[config.mk]
export PLATFORM = sky130hd
export DESIGN_NAME = motion_module_global_params
export DESIGN_NICKNAME = d
export VERILOG_FILES = /design/src/verilog/gparam_pkg.sv /design/src/verilog/motion_module_global_params.sv
export SDC_FILE = /design/constraint.sdc
export NUM_CORES = 1
export LEC_CHECK = 0
export BUFFER_PORTS_ARGS = -buffer_cell sky130_fd_sc_hd__buf_4
export CAP_MARGIN = 10
export CORE_UTILIZATION = 45
export DETAILED_ROUTE_END_ITERATION = 6
export PLACE_DENSITY = 0.66
export SLEW_MARGIN = 10
export SYNTH_ARGS = -nofsm -noshare
export SYNTH_HDL_FRONTEND = slang
export SYNTH_SLANG_ARGS = --single-unit
[constraint.sdc]
create_clock -name CLK_SYS_I -period 3.1 [get_ports CLK_SYS_I]
set_clock_uncertainty 0.1 [all_clocks]
set_input_delay 0.31 -clock CLK_SYS_I [delete_from_list [all_inputs] [get_ports CLK_SYS_I]]
set_output_delay 0.31 -clock CLK_SYS_I [all_outputs]
set_load 0.01 [all_outputs]
[src/verilog/gparam_pkg.sv]
// constants shared by the global parameter bank
`default_nettype none
package gparam_pkg;
  // clock and time base
  localparam int CLK_PERIOD_NS = 10;
  localparam int TICK_TIME_NS = 1000000;
  // parameter numbers of bank 0
  localparam logic [7:0] P_SERIAL_ADDR = 8'h42;
  localparam logic [7:0] P_HEARTBEAT = 8'h44;
  localparam logic [7:0] P_OUT_FUNC = 8'h48;
  localparam logic [7:0] P_REPLY_PAUSE = 8'h4b;
  localparam logic [7:0] P_REPLY_DEST = 8'h4c;
  localparam logic [7:0] P_AUTORUN = 8'h4d;
  localparam logic [7:0] P_ENABLE_FUNC = 8'h50;
  localparam logic [7:0] P_PROTECT = 8'h51;
  localparam logic [7:0] P_COORD_PERSIST = 8'h54;
  localparam logic [7:0] P_RESTORE_INHIBIT = 8'h55;
  localparam logic [7:0] P_SECOND_ADDR = 8'h57;
  localparam logic [7:0] P_STATUS_SELECT = 8'h5c;
  localparam logic [7:0] P_RUN_STATE = 8'h80;
  localparam logic [7:0] P_LOAD_STATE = 8'h81;
  localparam logic [7:0] P_PROG_COUNTER = 8'h82;
  localparam logic [7:0] P_TICK_COUNTER = 8'h84;
  localparam logic [7:0] P_RANDOM = 8'h85;
  localparam logic [7:0] P_SUPPRESS = 8'hff;
  localparam logic [7:0] GLOBAL_BANK = 8'h00;
  // command opcodes
  localparam logic [7:0] OP_READ_AXIS = 8'h06;
  localparam logic [7:0] OP_WRITE_GLOBAL = 8'h09;
  localparam logic [7:0] OP_READ_GLOBAL = 8'h0a;
  localparam logic [7:0] OP_READ_IO = 8'h0f;
  // reply status codes
  localparam logic [7:0] STAT_OK = 8'h64;
  localparam logic [7:0] STAT_BAD_TYPE = 8'h03;
  localparam logic [7:0] STAT_BAD_VALUE = 8'h04;
  // output function field positions and function count
  localparam int OF_ENABLE_LSB = 0;
  localparam int OF_INVERT_LSB = 3;
  localparam int OF_HOME_CLEARS = 7;
  localparam int OUT_FUNCS = 3;
  // setting encodings
  localparam logic [1:0] EN_PLAIN_INPUT = 2'h0;
  localparam logic [1:0] EN_LOW_ACTIVE = 2'h1;
  localparam logic [1:0] EN_HIGH_ACTIVE = 2'h2;
  // reset values, generator taps and value ranges
  localparam logic [7:0] RST_MODULE_ADDR = 8'h01;
  localparam logic [7:0] RST_BYTE = 8'h00;
  localparam logic [31:0] RST_WORD = 32'h0;
  localparam logic [31:0] RST_SEED = 32'h1;
  localparam logic [31:0] LFSR_TAPS = 32'h80200003;
  localparam logic [31:0] RANGE_31BIT = 32'h7fffffff;
  localparam logic [31:0] RANGE_BYTE = 32'h000000ff;
endpackage
`default_nettype wire

[src/verilog/motion_module_global_params.sv]
// global parameter bank: addressing, heartbeat, output mapping, protection, tick, random
// Behaviour
// answer second address; zero disables it
// heartbeat expiry stops motor; zero disables
// bits 0-2 enable alarm, reached, deviation
// bits 3-5 invert the three functions
// enabled functions ORed onto one output
// bit 7: home input clears alarm
// enable pin: input, low-active, high-active
// protection level blocks read and/or overwrite
// leaving read-block erases stored program first; the code raises the erase pulse in the same cycle the new level takes effect
// coordinate setting 1 writes coordinates to nonvolatile
// startup restores user variables unless inhibited; the code always restores, since reset clears inhibit_q
// reply status carries status or type
// read-only program counter parameter
// 32-bit millisecond tick, host loadable
// random read fresh, write loads seed
// suppression drops direct-mode replies
// suppression never stored, zero at startup
// reads of parameters and IO always reply
// auto-stored parameters written to nonvolatile
// bad value or read-only write: error
// valid command restarts heartbeat interval
`timescale 1ns/1ns
`default_nettype none
module motion_module_global_params #(
  parameter int TICK_CYCLES = gparam_pkg::TICK_TIME_NS / gparam_pkg::CLK_PERIOD_NS
) (
  // clock and reset
  input wire logic CLK_SYS_I,
  input wire logic RESET_N_I,
  // decoded command telegram
  input wire logic CMD_VALID_I,
  output logic CMD_READY_O,
  input wire logic CMD_DIRECT_I,
  input wire logic [7:0] CMD_TARGET_I,
  input wire logic [7:0] CMD_OPCODE_I,
  input wire logic [7:0] CMD_TYPE_I,
  input wire logic [7:0] CMD_BANK_I,
  input wire logic [31:0] CMD_VALUE_I,
  // reply telegram
  output logic RPL_VALID_O,
  output logic [7:0] RPL_STATUS_O,
  output logic [31:0] RPL_VALUE_O,
  output logic [7:0] RPL_DEST_ADDR_O,
  output logic [7:0] RPL_PAUSE_O,
  // motion status and pins
  input wire logic ALARM_I,
  input wire logic POS_REACHED_I,
  input wire logic POS_ERROR_I,
  input wire logic HOME_PIN_I,
  input wire logic ENABLE_PIN_I,
  output logic GP_OUT_O,
  output logic ALARM_CLEAR_O,
  output logic MOTOR_ENABLE_O,
  output logic ENABLE_PIN_LEVEL_O,
  output logic MOTOR_STOP_O,
  // program store
  input wire logic [1:0] PROG_RUN_STATE_I,
  input wire logic PROG_LOAD_STATE_I,
  input wire logic [31:0] PROG_COUNTER_I,
  output logic PROG_READ_BLOCK_O,
  output logic PROG_WRITE_BLOCK_O,
  output logic PROG_ERASE_O,
  output logic PROG_AUTORUN_O,
  // nonvolatile memory
  output logic COORD_NV_WRITE_O,
  output logic USERVAR_RESTORE_O,
  output logic NV_STORE_O,
  output logic [7:0] NV_STORE_NUM_O,
  output logic [31:0] NV_STORE_VALUE_O
);
  import gparam_pkg::*;

  typedef enum logic [2:0] {
    ST_BOOT = 3'b001,
    ST_RESTORE = 3'b010,
    ST_RUN = 3'b100
  } boot_state_e;

  localparam int TICK_W = $clog2(TICK_CYCLES + 1);
  localparam logic [TICK_W-1:0] TICK_LAST = TICK_W'(TICK_CYCLES - 1);

  boot_state_e st_q;
  logic [7:0] addr_q, second_q, out_func_q, pause_q, dest_q;
  logic [31:0] heartbeat_q, hb_ms_q, tick_q, lfsr_q;
  logic [1:0] en_func_q, protect_q;
  logic autorun_q, coord_q, inhibit_q, status_sel_q, suppress_q;
  logic [TICK_W-1:0] cyc_q;
  logic ms_tick;
  logic cmd_hit, is_write, is_read, write_ok, always_reply;
  logic [31:0] rd_value;
  logic [7:0] status_d;
  logic [2:0] home_s_q, en_s_q;
  logic home_f_q, en_f_q;
  logic [OUT_FUNCS-1:0] func_in, func_act;

  // parameters accepted by a global write; read-only ones are absent
  function automatic logic is_writable(input logic [7:0] num);
    case (num)
      P_SERIAL_ADDR, P_HEARTBEAT, P_OUT_FUNC, P_REPLY_PAUSE, P_REPLY_DEST, P_AUTORUN,
      P_ENABLE_FUNC, P_PROTECT, P_COORD_PERSIST, P_RESTORE_INHIBIT, P_SECOND_ADDR,
      P_STATUS_SELECT, P_TICK_COUNTER, P_RANDOM, P_SUPPRESS: is_writable = 1'b1;
      default: is_writable = 1'b0;
    endcase
  endfunction

  function automatic logic is_known(input logic [7:0] num);
    is_known = is_writable(num) || num == P_RUN_STATE || num == P_LOAD_STATE ||
               num == P_PROG_COUNTER;
  endfunction

  function automatic logic value_ok(input logic [7:0] num, input logic [31:0] v);
    case (num)
      P_SERIAL_ADDR: value_ok = v != RST_WORD && v <= RANGE_BYTE;
      P_HEARTBEAT: value_ok = 1'b1;
      P_ENABLE_FUNC: value_ok = v <= 32'(EN_HIGH_ACTIVE);
      P_PROTECT: value_ok = v <= 32'h3;
      P_AUTORUN, P_COORD_PERSIST, P_RESTORE_INHIBIT, P_STATUS_SELECT, P_SUPPRESS:
        value_ok = v <= 32'h1;
      P_TICK_COUNTER, P_RANDOM: value_ok = v <= RANGE_31BIT;
      default: value_ok = v <= RANGE_BYTE;
    endcase
  endfunction

  // commands are taken only once the startup sequence has finished
  assign CMD_READY_O = st_q == ST_RUN;
  assign cmd_hit = CMD_VALID_I && CMD_READY_O &&
                   (CMD_TARGET_I == addr_q || (second_q != RST_BYTE && CMD_TARGET_I == second_q));
  assign is_write = cmd_hit && CMD_OPCODE_I == OP_WRITE_GLOBAL && CMD_BANK_I == GLOBAL_BANK;
  assign is_read = cmd_hit && CMD_OPCODE_I == OP_READ_GLOBAL && CMD_BANK_I == GLOBAL_BANK;
  assign write_ok = is_write && is_writable(CMD_TYPE_I) && value_ok(CMD_TYPE_I, CMD_VALUE_I);
  assign always_reply = CMD_OPCODE_I == OP_READ_AXIS || CMD_OPCODE_I == OP_READ_GLOBAL ||
                        CMD_OPCODE_I == OP_READ_IO;

  always_ff @(posedge CLK_SYS_I) begin
    if (!RESET_N_I) begin
      st_q <= ST_BOOT;
    end else begin
      unique case (st_q)
        ST_BOOT: st_q <= inhibit_q ? ST_RUN : ST_RESTORE;
        ST_RESTORE: st_q <= ST_RUN;
        ST_RUN: st_q <= ST_RUN;
        default: st_q <= ST_BOOT;
      endcase
    end
  end

  always_ff @(posedge CLK_SYS_I) begin
    if (!RESET_N_I) begin
      USERVAR_RESTORE_O <= 1'b0;
    end else begin
      USERVAR_RESTORE_O <= st_q == ST_BOOT && !inhibit_q;
    end
  end

  // plain configuration settings
  always_ff @(posedge CLK_SYS_I) begin
    if (!RESET_N_I) begin
      addr_q <= RST_MODULE_ADDR;
      second_q <= RST_BYTE;
      out_func_q <= RST_BYTE;
      pause_q <= RST_BYTE;
      dest_q <= RST_BYTE;
      heartbeat_q <= RST_WORD;
      en_func_q <= EN_PLAIN_INPUT;
      protect_q <= 2'h0;
      autorun_q <= 1'b0;
      coord_q <= 1'b0;
      inhibit_q <= 1'b0;
      status_sel_q <= 1'b0;
      suppress_q <= 1'b0;
    end else if (write_ok) begin
      unique case (CMD_TYPE_I)
        P_SERIAL_ADDR: addr_q <= CMD_VALUE_I[7:0];
        P_SECOND_ADDR: second_q <= CMD_VALUE_I[7:0];
        P_OUT_FUNC: out_func_q <= CMD_VALUE_I[7:0];
        P_REPLY_PAUSE: pause_q <= CMD_VALUE_I[7:0];
        P_REPLY_DEST: dest_q <= CMD_VALUE_I[7:0];
        P_HEARTBEAT: heartbeat_q <= CMD_VALUE_I;
        P_ENABLE_FUNC: en_func_q <= CMD_VALUE_I[1:0];
        P_PROTECT: protect_q <= CMD_VALUE_I[1:0];
        P_AUTORUN: autorun_q <= CMD_VALUE_I[0];
        P_COORD_PERSIST: coord_q <= CMD_VALUE_I[0];
        P_RESTORE_INHIBIT: inhibit_q <= CMD_VALUE_I[0];
        P_STATUS_SELECT: status_sel_q <= CMD_VALUE_I[0];
        P_SUPPRESS: suppress_q <= CMD_VALUE_I[0];
        default: ;
      endcase
    end
  end

  // leaving a read-blocking level pulses the erase in the same cycle as the new level takes effect
  always_ff @(posedge CLK_SYS_I) begin
    if (!RESET_N_I) begin
      PROG_ERASE_O <= 1'b0;
    end else begin
      PROG_ERASE_O <= write_ok && CMD_TYPE_I == P_PROTECT && protect_q[0] && !CMD_VALUE_I[0];
    end
  end

  // tick, heartbeat and random source, no write of tick or seed is dropped
  always_ff @(posedge CLK_SYS_I) begin
    if (!RESET_N_I) begin
      cyc_q <= '0;
    end else begin
      cyc_q <= ms_tick ? '0 : cyc_q + 1'b1;
    end
  end
  assign ms_tick = cyc_q == TICK_LAST;

  always_ff @(posedge CLK_SYS_I) begin
    if (!RESET_N_I) begin
      tick_q <= RST_WORD;
    end else if (write_ok && CMD_TYPE_I == P_TICK_COUNTER) begin
      tick_q <= CMD_VALUE_I;
    end else if (ms_tick) begin
      tick_q <= tick_q + 32'h1;
    end
  end

  always_ff @(posedge CLK_SYS_I) begin
    if (!RESET_N_I) begin
      hb_ms_q <= RST_WORD;
      MOTOR_STOP_O <= 1'b0;
    end else if (cmd_hit) begin
      hb_ms_q <= RST_WORD;
      MOTOR_STOP_O <= 1'b0;
    end else begin
      if (ms_tick && hb_ms_q != '1) begin
        hb_ms_q <= hb_ms_q + 32'h1;
      end
      if (heartbeat_q != RST_WORD && hb_ms_q >= heartbeat_q) begin
        MOTOR_STOP_O <= 1'b1;
      end
    end
  end

  // a zero seed would lock the generator, so it is forced odd
  always_ff @(posedge CLK_SYS_I) begin
    if (!RESET_N_I) begin
      lfsr_q <= RST_SEED;
    end else if (write_ok && CMD_TYPE_I == P_RANDOM) begin
      lfsr_q <= CMD_VALUE_I | RST_SEED;
    end else begin
      lfsr_q <= lfsr_q[0] ? (lfsr_q >> 1) ^ LFSR_TAPS : lfsr_q >> 1;
    end
  end

  // pin inputs: a change counts once the second and third stages agree
  always_ff @(posedge CLK_SYS_I) begin
    if (!RESET_N_I) begin
      home_s_q <= 3'h0;
      en_s_q <= 3'h0;
      home_f_q <= 1'b0;
      en_f_q <= 1'b0;
    end else begin
      home_s_q <= {home_s_q[1:0], HOME_PIN_I};
      en_s_q <= {en_s_q[1:0], ENABLE_PIN_I};
      if (home_s_q[1] == home_s_q[2]) begin
        home_f_q <= home_s_q[2];
      end
      if (en_s_q[1] == en_s_q[2]) begin
        en_f_q <= en_s_q[2];
      end
    end
  end

  assign func_in = {POS_ERROR_I, POS_REACHED_I, ALARM_I};
  for (genvar i = 0; i < OUT_FUNCS; i++) begin : g_func
    assign func_act[i] = out_func_q[OF_ENABLE_LSB + i] &&
                         (func_in[i] ^ out_func_q[OF_INVERT_LSB + i]);
  end

  always_ff @(posedge CLK_SYS_I) begin
    if (!RESET_N_I) begin
      GP_OUT_O <= 1'b0;
      ALARM_CLEAR_O <= 1'b0;
      MOTOR_ENABLE_O <= 1'b0;
      ENABLE_PIN_LEVEL_O <= 1'b0;
    end else begin
      GP_OUT_O <= |func_act;
      ALARM_CLEAR_O <= out_func_q[OF_HOME_CLEARS] && &home_s_q[2:1] && !home_f_q;
      ENABLE_PIN_LEVEL_O <= en_f_q;
      unique case (en_func_q)
        EN_LOW_ACTIVE: MOTOR_ENABLE_O <= !en_f_q;
        EN_HIGH_ACTIVE: MOTOR_ENABLE_O <= en_f_q;
        default: MOTOR_ENABLE_O <= 1'b1;
      endcase
    end
  end

  assign PROG_READ_BLOCK_O = protect_q[0];
  assign PROG_WRITE_BLOCK_O = protect_q[1];
  assign PROG_AUTORUN_O = autorun_q;
  assign COORD_NV_WRITE_O = coord_q;
  assign RPL_DEST_ADDR_O = dest_q;
  assign RPL_PAUSE_O = pause_q;

  always_comb begin
    rd_value = RST_WORD;
    unique case (CMD_TYPE_I)
      P_SERIAL_ADDR: rd_value = {24'h0, addr_q};
      P_SECOND_ADDR: rd_value = {24'h0, second_q};
      P_OUT_FUNC: rd_value = {24'h0, out_func_q};
      P_REPLY_PAUSE: rd_value = {24'h0, pause_q};
      P_REPLY_DEST: rd_value = {24'h0, dest_q};
      P_HEARTBEAT: rd_value = heartbeat_q;
      P_ENABLE_FUNC: rd_value = {30'h0, en_func_q};
      P_PROTECT: rd_value = {30'h0, protect_q};
      P_AUTORUN: rd_value = {31'h0, autorun_q};
      P_COORD_PERSIST: rd_value = {31'h0, coord_q};
      P_RESTORE_INHIBIT: rd_value = {31'h0, inhibit_q};
      P_STATUS_SELECT: rd_value = {31'h0, status_sel_q};
      P_SUPPRESS: rd_value = {31'h0, suppress_q};
      P_RUN_STATE: rd_value = {30'h0, PROG_RUN_STATE_I};
      P_LOAD_STATE: rd_value = {31'h0, PROG_LOAD_STATE_I};
      P_PROG_COUNTER: rd_value = PROG_COUNTER_I;
      P_TICK_COUNTER: rd_value = tick_q;
      P_RANDOM: rd_value = lfsr_q & RANGE_31BIT;
      default: rd_value = RST_WORD;
    endcase
  end

  always_comb begin
    status_d = STAT_OK;
    if ((is_write || is_read) && !is_known(CMD_TYPE_I)) begin
      status_d = STAT_BAD_TYPE;
    end else if (is_write && !write_ok) begin
      status_d = STAT_BAD_VALUE;
    end
  end

  // replies only for direct-mode commands; program-mode commands run silently
  always_ff @(posedge CLK_SYS_I) begin
    if (!RESET_N_I) begin
      RPL_VALID_O <= 1'b0;
      RPL_STATUS_O <= RST_BYTE;
      RPL_VALUE_O <= RST_WORD;
    end else begin
      RPL_VALID_O <= cmd_hit && CMD_DIRECT_I && (!suppress_q || always_reply);
      if (cmd_hit) begin
        RPL_STATUS_O <= status_sel_q ? CMD_TYPE_I : status_d;
        RPL_VALUE_O <= is_read && is_known(CMD_TYPE_I) ? rd_value : RST_WORD;
      end
    end
  end

  // auto-stored settings; tick, seed and suppression never go to nonvolatile memory
  always_ff @(posedge CLK_SYS_I) begin
    if (!RESET_N_I) begin
      NV_STORE_O <= 1'b0;
      NV_STORE_NUM_O <= RST_BYTE;
      NV_STORE_VALUE_O <= RST_WORD;
    end else begin
      NV_STORE_O <= write_ok && CMD_TYPE_I != P_TICK_COUNTER && CMD_TYPE_I != P_RANDOM &&
                    CMD_TYPE_I != P_SUPPRESS;
      if (write_ok) begin
        NV_STORE_NUM_O <= CMD_TYPE_I;
        NV_STORE_VALUE_O <= CMD_VALUE_I;
      end
    end
  end
endmodule
`default_nettype wire

Word-level counts from Yosys, hierarchy flattened
Index checks and enable logic that the tools add are counted.

operators by class
  equal/unequal tests = 36
  reduce and logical (&&, ||, !) cells = 76
  multiplexer cells = 16
  magnitude comparators = 6
  $add $sub $neg = 3
  bitwise gates (word level) = 5

operator list
  cell                                                              count
  one-hot mux 32 bit (18 select lines)                              1
  2-to-1 mux 32 bit                                                 5
  == test 8 x 7 -> 1 bit, second input constant                     12
  adder 32 x 1 -> 32 bit, second input constant                     2
  less-or-equal comparator 32 x 2 -> 1 bit, second input constant   2
  nonzero test 32 bit                                               2
  == test 8 bit, second input constant                              6
  greater-or-equal comparator 32 bit                                1
  less-or-equal comparator 32 x 1 -> 1 bit, second input constant   1
  less-or-equal comparator 32 x 31 -> 1 bit, second input constant  1
  less-or-equal comparator 32 x 8 -> 1 bit, second input constant   1
  inequality test 32 bit, second input constant                     1
  logical AND 1 bit                                                 31
  AND reduction 2 bit                                               14
  == test 8 x 4 -> 1 bit, second input constant                     3
  inequality test 8 bit, second input constant                      3
  adder 17 x 1 -> 17 bit, second input constant                     1
  == test 17 bit, second input constant                             1
  == test 8 bit                                                     2
  OR reduction 15 bit                                               1
  2-to-1 mux 7 bit                                                  2
  logical OR 1 bit                                                  11
  OR reduction 2 bit                                                5
  == test 8 x 3 -> 1 bit, second input constant                     1
  21 further kinds                                                  32

storage, ports and cells
  logic and storage cells = 178
  bits in registers = 294

Logic depth before layout (Yosys ltp)
Gate-level depths: netlist (run 1).

  depth after elaboration = 13
  gate-level depth with buffers = 12
  depth with buffers taken out = 9

Worst setup path before layout (run 1)
Ideal clock, no wire load.

  kind = in2reg
  start = in CMD_TYPE_I[4]
  end = reg NV_STORE_NUM_O[2]
  setup time = 0.132 ns
  arrival time = 2.674 ns
  stages on the path = 12
  setup slack = 0.194 ns
  path buffers = 5
  cell sequence = buf_2 -> or4b_4 -> buf_6 -> o32a_1 -> and3_4 -> a32o_1 -> o211a_1 -> buf_4 -> buf_6 -> buf_4 -> nand2_1 -> a21oi_1

between the ends
  cells in the longest elaborated chain, start to end = 5

RTL lines
  what                                            RTL line                                                                source
  start: declaration                              motion_module_global_params.sv:38                                       input wire logic [7:0] CMD_TYPE_I,
  == test 8 x 7 -> 1 bit (tied with other cells)  motion_module_global_params.sv:100, motion_module_global_params.sv:114
  OR reduction 15 bit                             motion_module_global_params.sv:100                                      case (num)
  2-to-1 mux 1 bit                                motion_module_global_params.sv:100
  logical AND 1 bit                               motion_module_global_params.sv:132                                      assign write_ok = is_write && is_writable(CMD_TYPE_I) && value_ok(CMD_TYPE_I, CMD_VALUE_I);
  logical AND 1 bit *                             motion_module_global_params.sv:132
  end signal: assignment                          motion_module_global_params.sv:353                                      NV_STORE_NUM_O <= RST_BYTE;
  end signal: assignment                          motion_module_global_params.sv:359                                      NV_STORE_NUM_O <= CMD_TYPE_I;
  end: declaration                                motion_module_global_params.sv:70                                       output logic [7:0] NV_STORE_NUM_O,

Mark *: on every way between the ends. The rest lies on a longest branch, timed or not.
A chain may end at the register's enable or synchronous reset.

Final worst setup path (run 1)
  start = in CMD_TYPE_I[6]
  end = reg suppress_q

between the ends
  cells in the longest elaborated chain, start to end = 6

RTL lines
  what                                            RTL line                                                                source
  == test 8 x 7 -> 1 bit (tied with other cells)  motion_module_global_params.sv:100, motion_module_global_params.sv:114
  OR reduction 15 bit                             motion_module_global_params.sv:100
  2-to-1 mux 1 bit                                motion_module_global_params.sv:100
  logical AND 1 bit (2 in series)                 motion_module_global_params.sv:132
  AND reduction 2 bit (no line) *                 --
  end signal: assignment                          motion_module_global_params.sv:187                                      P_SUPPRESS: suppress_q <= CMD_VALUE_I[0];
  end: declaration                                motion_module_global_params.sv:88                                       logic autorun_q, coord_q, inhibit_q, status_sel_q, suppress_q;

Marks and branches as above.

==> impl_metrics.toml, run 1 <==
[grt]
grt_pass1_vias = 12800
grt_use_total_pct = 28.3
antenna_found_initial = 1
grt_max_degree = 173
grt_pass1_wl_um = 70900
grt_overflow = 0

[timing]
rsz0062_at_grt = "yes"
slew_violations = 0
hold_viol = 0
maxSlewHeadroom_pct = 43.1
setup_viol = 0
fmax_mhz = 329
fin_crit_ps = 3040
period_share_pct = 98.1
tns_ps = 0
worst_pin_slew_ps = 854
fin_ws_ps = 57.4

[layout]
syn_to_final_growth_pct = 28.4
drive_gt1_share_pct = 19.4
fin_util_pct = 58.8
final_nets = 2097
final_common_cell = "nand2_1"
stdcell_count = 2370
most-common-layout-cells = "nand2_1 (322), dfxtp_1 (293), buf_4 (275), a21oi_1 (160), nand3_1 (114)"

[floorplanning]
die_h_um = 179
placementRows = 64
dieArea_sq_um = 31900
die_w_um = 179
io_pins = 218
core_area_sq_um = 30700
initial_core_util_pct = 45.8

[synthesis]
syn_area_sq_um = 14100
synth_ff_type = "dfxtp_1"
yosysWarnings = 0
synth_edf_count = 0
async_reset_ff_share_pct = 0
synth_cells = 1704
synth-seq-cells = 293
netlist-cell-type-count = 72
syn_nets = 1850
syn_area_per_cell_sq_um = 8.25
ys_seq_area_share_pct = 41.7

[route]
vias_per_cell = 5.85
drcViolationCount = 0
wl_um = 46200
ant_nets = 0
drt_iter0_drc = 1574
dr.pass1.iters = 6
post_drt_wl_per_cell_um = 19.5
vias = 13900

[power_and_ir_drop]
power_mw = 8.39
p_per_area_nw_per_um2 = 465
ir_drop_uv = 342
leakage_nw = 7.03

[clock_network]
cts.sinks = 293
clock_latency_ps = 510
cts_htree_levels = 2
cts_tree = "built"
path_clk_slew_ps = 60
cts_inserted_buffers = 35
cts_buffer_depth = 3
cts_root_buf = "clkbuf_16"

[worst_setup_path]
worstPathRequired_ps = 3350
path_class = "input pin to flip-flop"
reg2reg_depth = 9
worstPathMaxFanout = 10
cp.arrival_ps = 3290
cp-end-kind = "flip-flop"
critPathLaunchType = "input pin"

[placement]
dp_hpwl_um = 32300
place_inst = 2273
dp_slack_ps = 6.24
gp_congestion = 0.914
port_buffers = 217

[status]
status = "finished clean"

[flow_run]
maxCapViolCount = 0

[hold_path]
hold_class = "input pin to flip-flop"
whs_path_depth = 4
==> cell usage after synthesis, types with 4 or more instances <==
library cell  count  share of area [%]
a22oi_1           8               0.43
nor4_1           26                1.2
nand3_1         115                4.1
nor2_1           94                2.5
a221oi_1          9               0.56
nand4_1          29                1.3
ha_1             38                3.4
o21ai_1           4               0.14
o211ai_1          5               0.27
buf_2            20               0.71
buf_4            12               0.64
nor3_1           34                1.2
and3_1           22               0.98
clkbuf_1         76                2.0
or3_1            20               0.89
a31oi_1           4               0.18
xnor2_1          41                2.6
or4_1             5               0.27
buf_6             6               0.48
dfxtp_1         293                 42
a21oi_1         160                5.7
nand2b_1          6               0.27
a22o_1           38                2.4
and2_1           14               0.62
a21o_1           12               0.64
and4_1           11               0.69
xor2_1           46                2.9
inv_1            47                1.3
o21ai_0          34                1.2
a222oi_1         34                2.4
nor2b_1           5               0.22
mux2i_1          17                1.2
nand2_1         322                8.6
a211oi_1         37                2.0
==> area by class of cell <==
type                       instances  area [sq um]
fill                            2760         12600
inverter                          47           179
multi-input combinational       1247          7540
antenna                            1          2.50
timing repair buffer             327          2800
clock inverter                     7          91.3
sequential                       293          5870
clock buffer                      52          1070
tap                              396           495
==> registers in the layout (all words and copies together) (netlist names), 2 cells and up <==
name              cells
NV_STORE_VALUE_O     32
RPL_VALUE_O          32
hb_ms_q              32
heartbeat_q          32
lfsr_q               32
tick_q               32
cyc_q                17
NV_STORE_NUM_O        8
RPL_DEST_ADDR_O       8
RPL_PAUSE_O           8
RPL_STATUS_O          8
addr_q                8
out_func_q            8
second_q              8
en_s_q                3
home_s_q              3
st_q                  3
en_func_q             2
protect_q             2
==> final timing paths <==
kind	endpoint	slack, ps	start
min	RPL_VALUE_O[25]	9	PROG_COUNTER_I[25]
max reg2reg	tick_q[15]	140	st_q[0]
min reg2reg	home_s_q[1]	330	home_s_q[0]
max	suppress_q	60	CMD_TYPE_I[6]
==> what timing repair did <==
item	CTS	global route
hold buffers	31	1
resized for setup	0	5
endpoints found under the setup margin	0	57
hold endpoints to repair	49	1
buffers inserted	0	3
==> kinds of logic after synthesis <==
logic type	count (synthesis)	share of synthesized area, %
AND/OR/NAND/NOR	732	24.9
buffers and inverters	164	5.20
flip-flops	293	41.7
multiplexers	17	1.21
adder cells (fa/ha/maj)	38	3.38
XOR/XNOR	87	5.42
AO/OA/AOI/OAI	373	18.2
==> per-layer routing <==
metal  global-route usage, %  up-vias  wire (um)
li1                        -     6585          -
met1                    37.9     6567      20000
met2                    45.3      633      21100
met3                    4.64       81       3510
met4                    10.9        0       1530
met5                       0        -          0
==> critical path: stages <==
cell           delay, ps
dlygate4sd3_1        530
buf_4                150
or4bb_1              530
buf_4                170
buf_4                160
nor2_1               180
o211a_1              180
o31a_1               290
buf_4                220
o211ai_4             150
buf_4                170
o21ai_0              160
a21oi_1               90
==> power breakdown <==
group / total (mW) / internal, mW / switching (mW)
clock: 4.13 / 2.55 / 1.58
sequential: 3.81 / 3.79 / 0.0186
combinational: 0.446 / 0.193 / 0.253
==> through the flow <==
stage,instance area [sq um],hold WS [ps]
finish,18000,9.35
global route,18000,8.94
CTS,17900,0.150
detailed placement,16500,318
floorplan,14100,312
global placement,16500,314
Power figures use the tool's default switching activity.
==> run 2: changes to the inputs <==
Settings changed: CELL_PAD_IN_SITES_DETAIL_PLACEMENT set to 0, CELL_PAD_IN_SITES_GLOBAL_PLACEMENT set to 1, CORE_UTILIZATION 45 to 43, PLACE_DENSITY 0.66 to not set, PLACE_DENSITY_LB_ADDON set to 0.1.
==> run 2 against run 1 <==
Effect of this change:
- the run now ends with design-rule violations left
- cell area is 0.91% higher
- worst setup slack better by 6.9 ps
- flip-flop and latch count unchanged
- final cell count increased by 2.7%
- critical path depth did not move
- maximum frequency grew 0.23%
- worst hold slack gained 5.5 ps
- via count decreased by 0.40%
- first-iteration DRC count fell by 16%
- global-route usage is 0.15 points lower
==> impl_metrics.toml, run 2 (synthesized netlist as in run 1, its figures left out) <==
[status]
status = "finished, violations left"
failed_checks = "design-rule violations"

[worst_setup_path]
worstPathMaxFanout = 13
critPathLaunchType = "input pin"
max_stage_delay_ps = 560
worstPathRequired_ps = 3420
worst-path-buf-inv = 7
crit_slowest_cell = "dlygate4sd3_1"
path_cells = "dlygate4sd3_1, buf_4, or4bb_4, buf_4, buf_4, nor2_2, o211a_1, o31a_1, buf_6, o2111ai_4, buf_12, clkbuf_16, a211oi_1"
cp-end-kind = "flip-flop"
path_class = "input pin to flip-flop"
cpLargestDelayFamily = "buffers and inverters"
cp.arrival_ps = 3350
crit_path_frequent_cell = "buf_4"

[layout]
most-common-layout-cells = "nand2_1 (322), dfxtp_1 (293), buf_4 (285), a21oi_1 (160), nand3_1 (115)"
fin_area_sq_um = 18200
syn_to_final_growth_pct = 29.6
num_antenna_cells = 0
layout.area.seq_sq_um = 5870
final_common_cell = "nand2_1"
fin_util_pct = 57.1
stdcell_count = 2433
drive_gt1_share_pct = 19.5
nFillCells = 3016
final_nets = 2123
multi_input_area_sq_um = 7540

[timing]
fin_ws_ps = 64.3
fmax_mhz = 329
setup_viol = 0
maxSlewHeadroom_pct = 50.2
slew_violations = 0
holdWs_ps = 14.9
hold_viol = 0
worst_pin_slew_ps = 740
fin_crit_ps = 3040
period_share_pct = 97.9

[clock_network]
clock_latency_ps = 520
cts_tree = "built"
cts_root_buf = "clkbuf_16"
cts_inserted_buffers = 34
cts_buffer_depth = 3
path_clk_slew_ps = 60
cts_htree_levels = 2
cts.sinks = 293

[placement]
place_inst = 2321
gp_congestion = 0.911
dp_slack_ps = 90.9
dpl-instance-area_sq_um = 16500
dp_hpwl_um = 33800
port_buffers = 217

[route]
dr.pass1.iters = 7
wl_um = 48300
drt_iter0_drc = 1317
ant_nets = 0
drcViolationCount = 2
vias = 13800
vias_per_cell = 5.68
post_drt_wl_per_cell_um = 19.9

[power_and_ir_drop]
p_per_area_nw_per_um2 = 445
leakage_nw = 7.13
ir_drop_uv = 337

[floorplanning]
die_w_um = 183
die_h_um = 183
placementRows = 65
initial_core_util_pct = 44.1
dieArea_sq_um = 33400
io_pins = 218
core_area_sq_um = 31900

[grt]
grt_max_degree = 94
grt_overflow = 0
grt_pass1_wl_um = 74100
grt_pass1_vias = 13300
antenna_found_initial = 1
grt_use_total_pct = 28.1

[flow_run]
maxCapViolCount = 0

[hold_path]
hold_class = "input pin to flip-flop"
-- run 2: cell type report --
| type | instances | share of cell area [%] |
|---|---|---|
| inverter | 47 | 0.983 |
| tap | 435 | 2.99 |
| clock inverter | 8 | 0.378 |
| multi-input combinational | 1247 | 41.4 |
| clock buffer | 49 | 5.32 |
| timing repair buffer | 354 | 16.7 |
| sequential | 293 | 32.2 |
-- run 2: worst paths after layout --
| path | start | endpoint | slack, ps | cells past startpoint |
|---|---|---|---|---|
| setup reg to reg | st_q[0] | tick_q[30] | 180 | 9 |
| setup / recovery | CMD_TYPE_I[5] | tick_q[30] | 60 | 13 |
| hold reg to reg | home_s_q[0] | home_s_q[1] | 330 | 1 |
| hold / removal | PROG_COUNTER_I[27] | RPL_VALUE_O[27] | 10 | 4 |
-- run 2: metal layers --
metal / up-vias / wire length (um) / track usage [%]
met2: 459 / 22500 / 47.1
li1: 6636 / - / -
met1: 6629 / 21500 / 37.1
met5: - / 11 / 0
met4: 2 / 1170 / 8.53
met3: 85 / 3140 / 4.61
-- run 2: timing repair --
item	CTS	global route
buffers inserted	0	2
endpoints found under the setup margin	0	84
hold endpoints to repair	82	0
gates resized for setup	0	10
hold buffers	47	0
-- run 2: worst min-delay path, delay by kind of cell --
family	cells	cell delay [ps]
AOI/OAI and AO/OA	1	110
buffers and inverters	1	80
and+or+nand+nor	2	100
-- run 2: stage by stage --
step	power, mW	setup TNS [ps]
6_report	8.11	0
5_1_grt	8.35	-7.36
4_1_cts	8.17	0
3_5_place_dp	4.30	0
3_3_place_gp	4.30	0
2_1_floorplan	4.05	0
-- run 2: power by group --
| part | switching [mW] | total, mW | internal [mW] |
|---|---|---|---|
| logic | 0.255 | 0.461 | 0.206 |
| clock network | 1.59 | 3.84 | 2.25 |
| registers | 0.0189 | 3.81 | 3.79 |
| total | 1.86 | 8.11 | 6.24 |
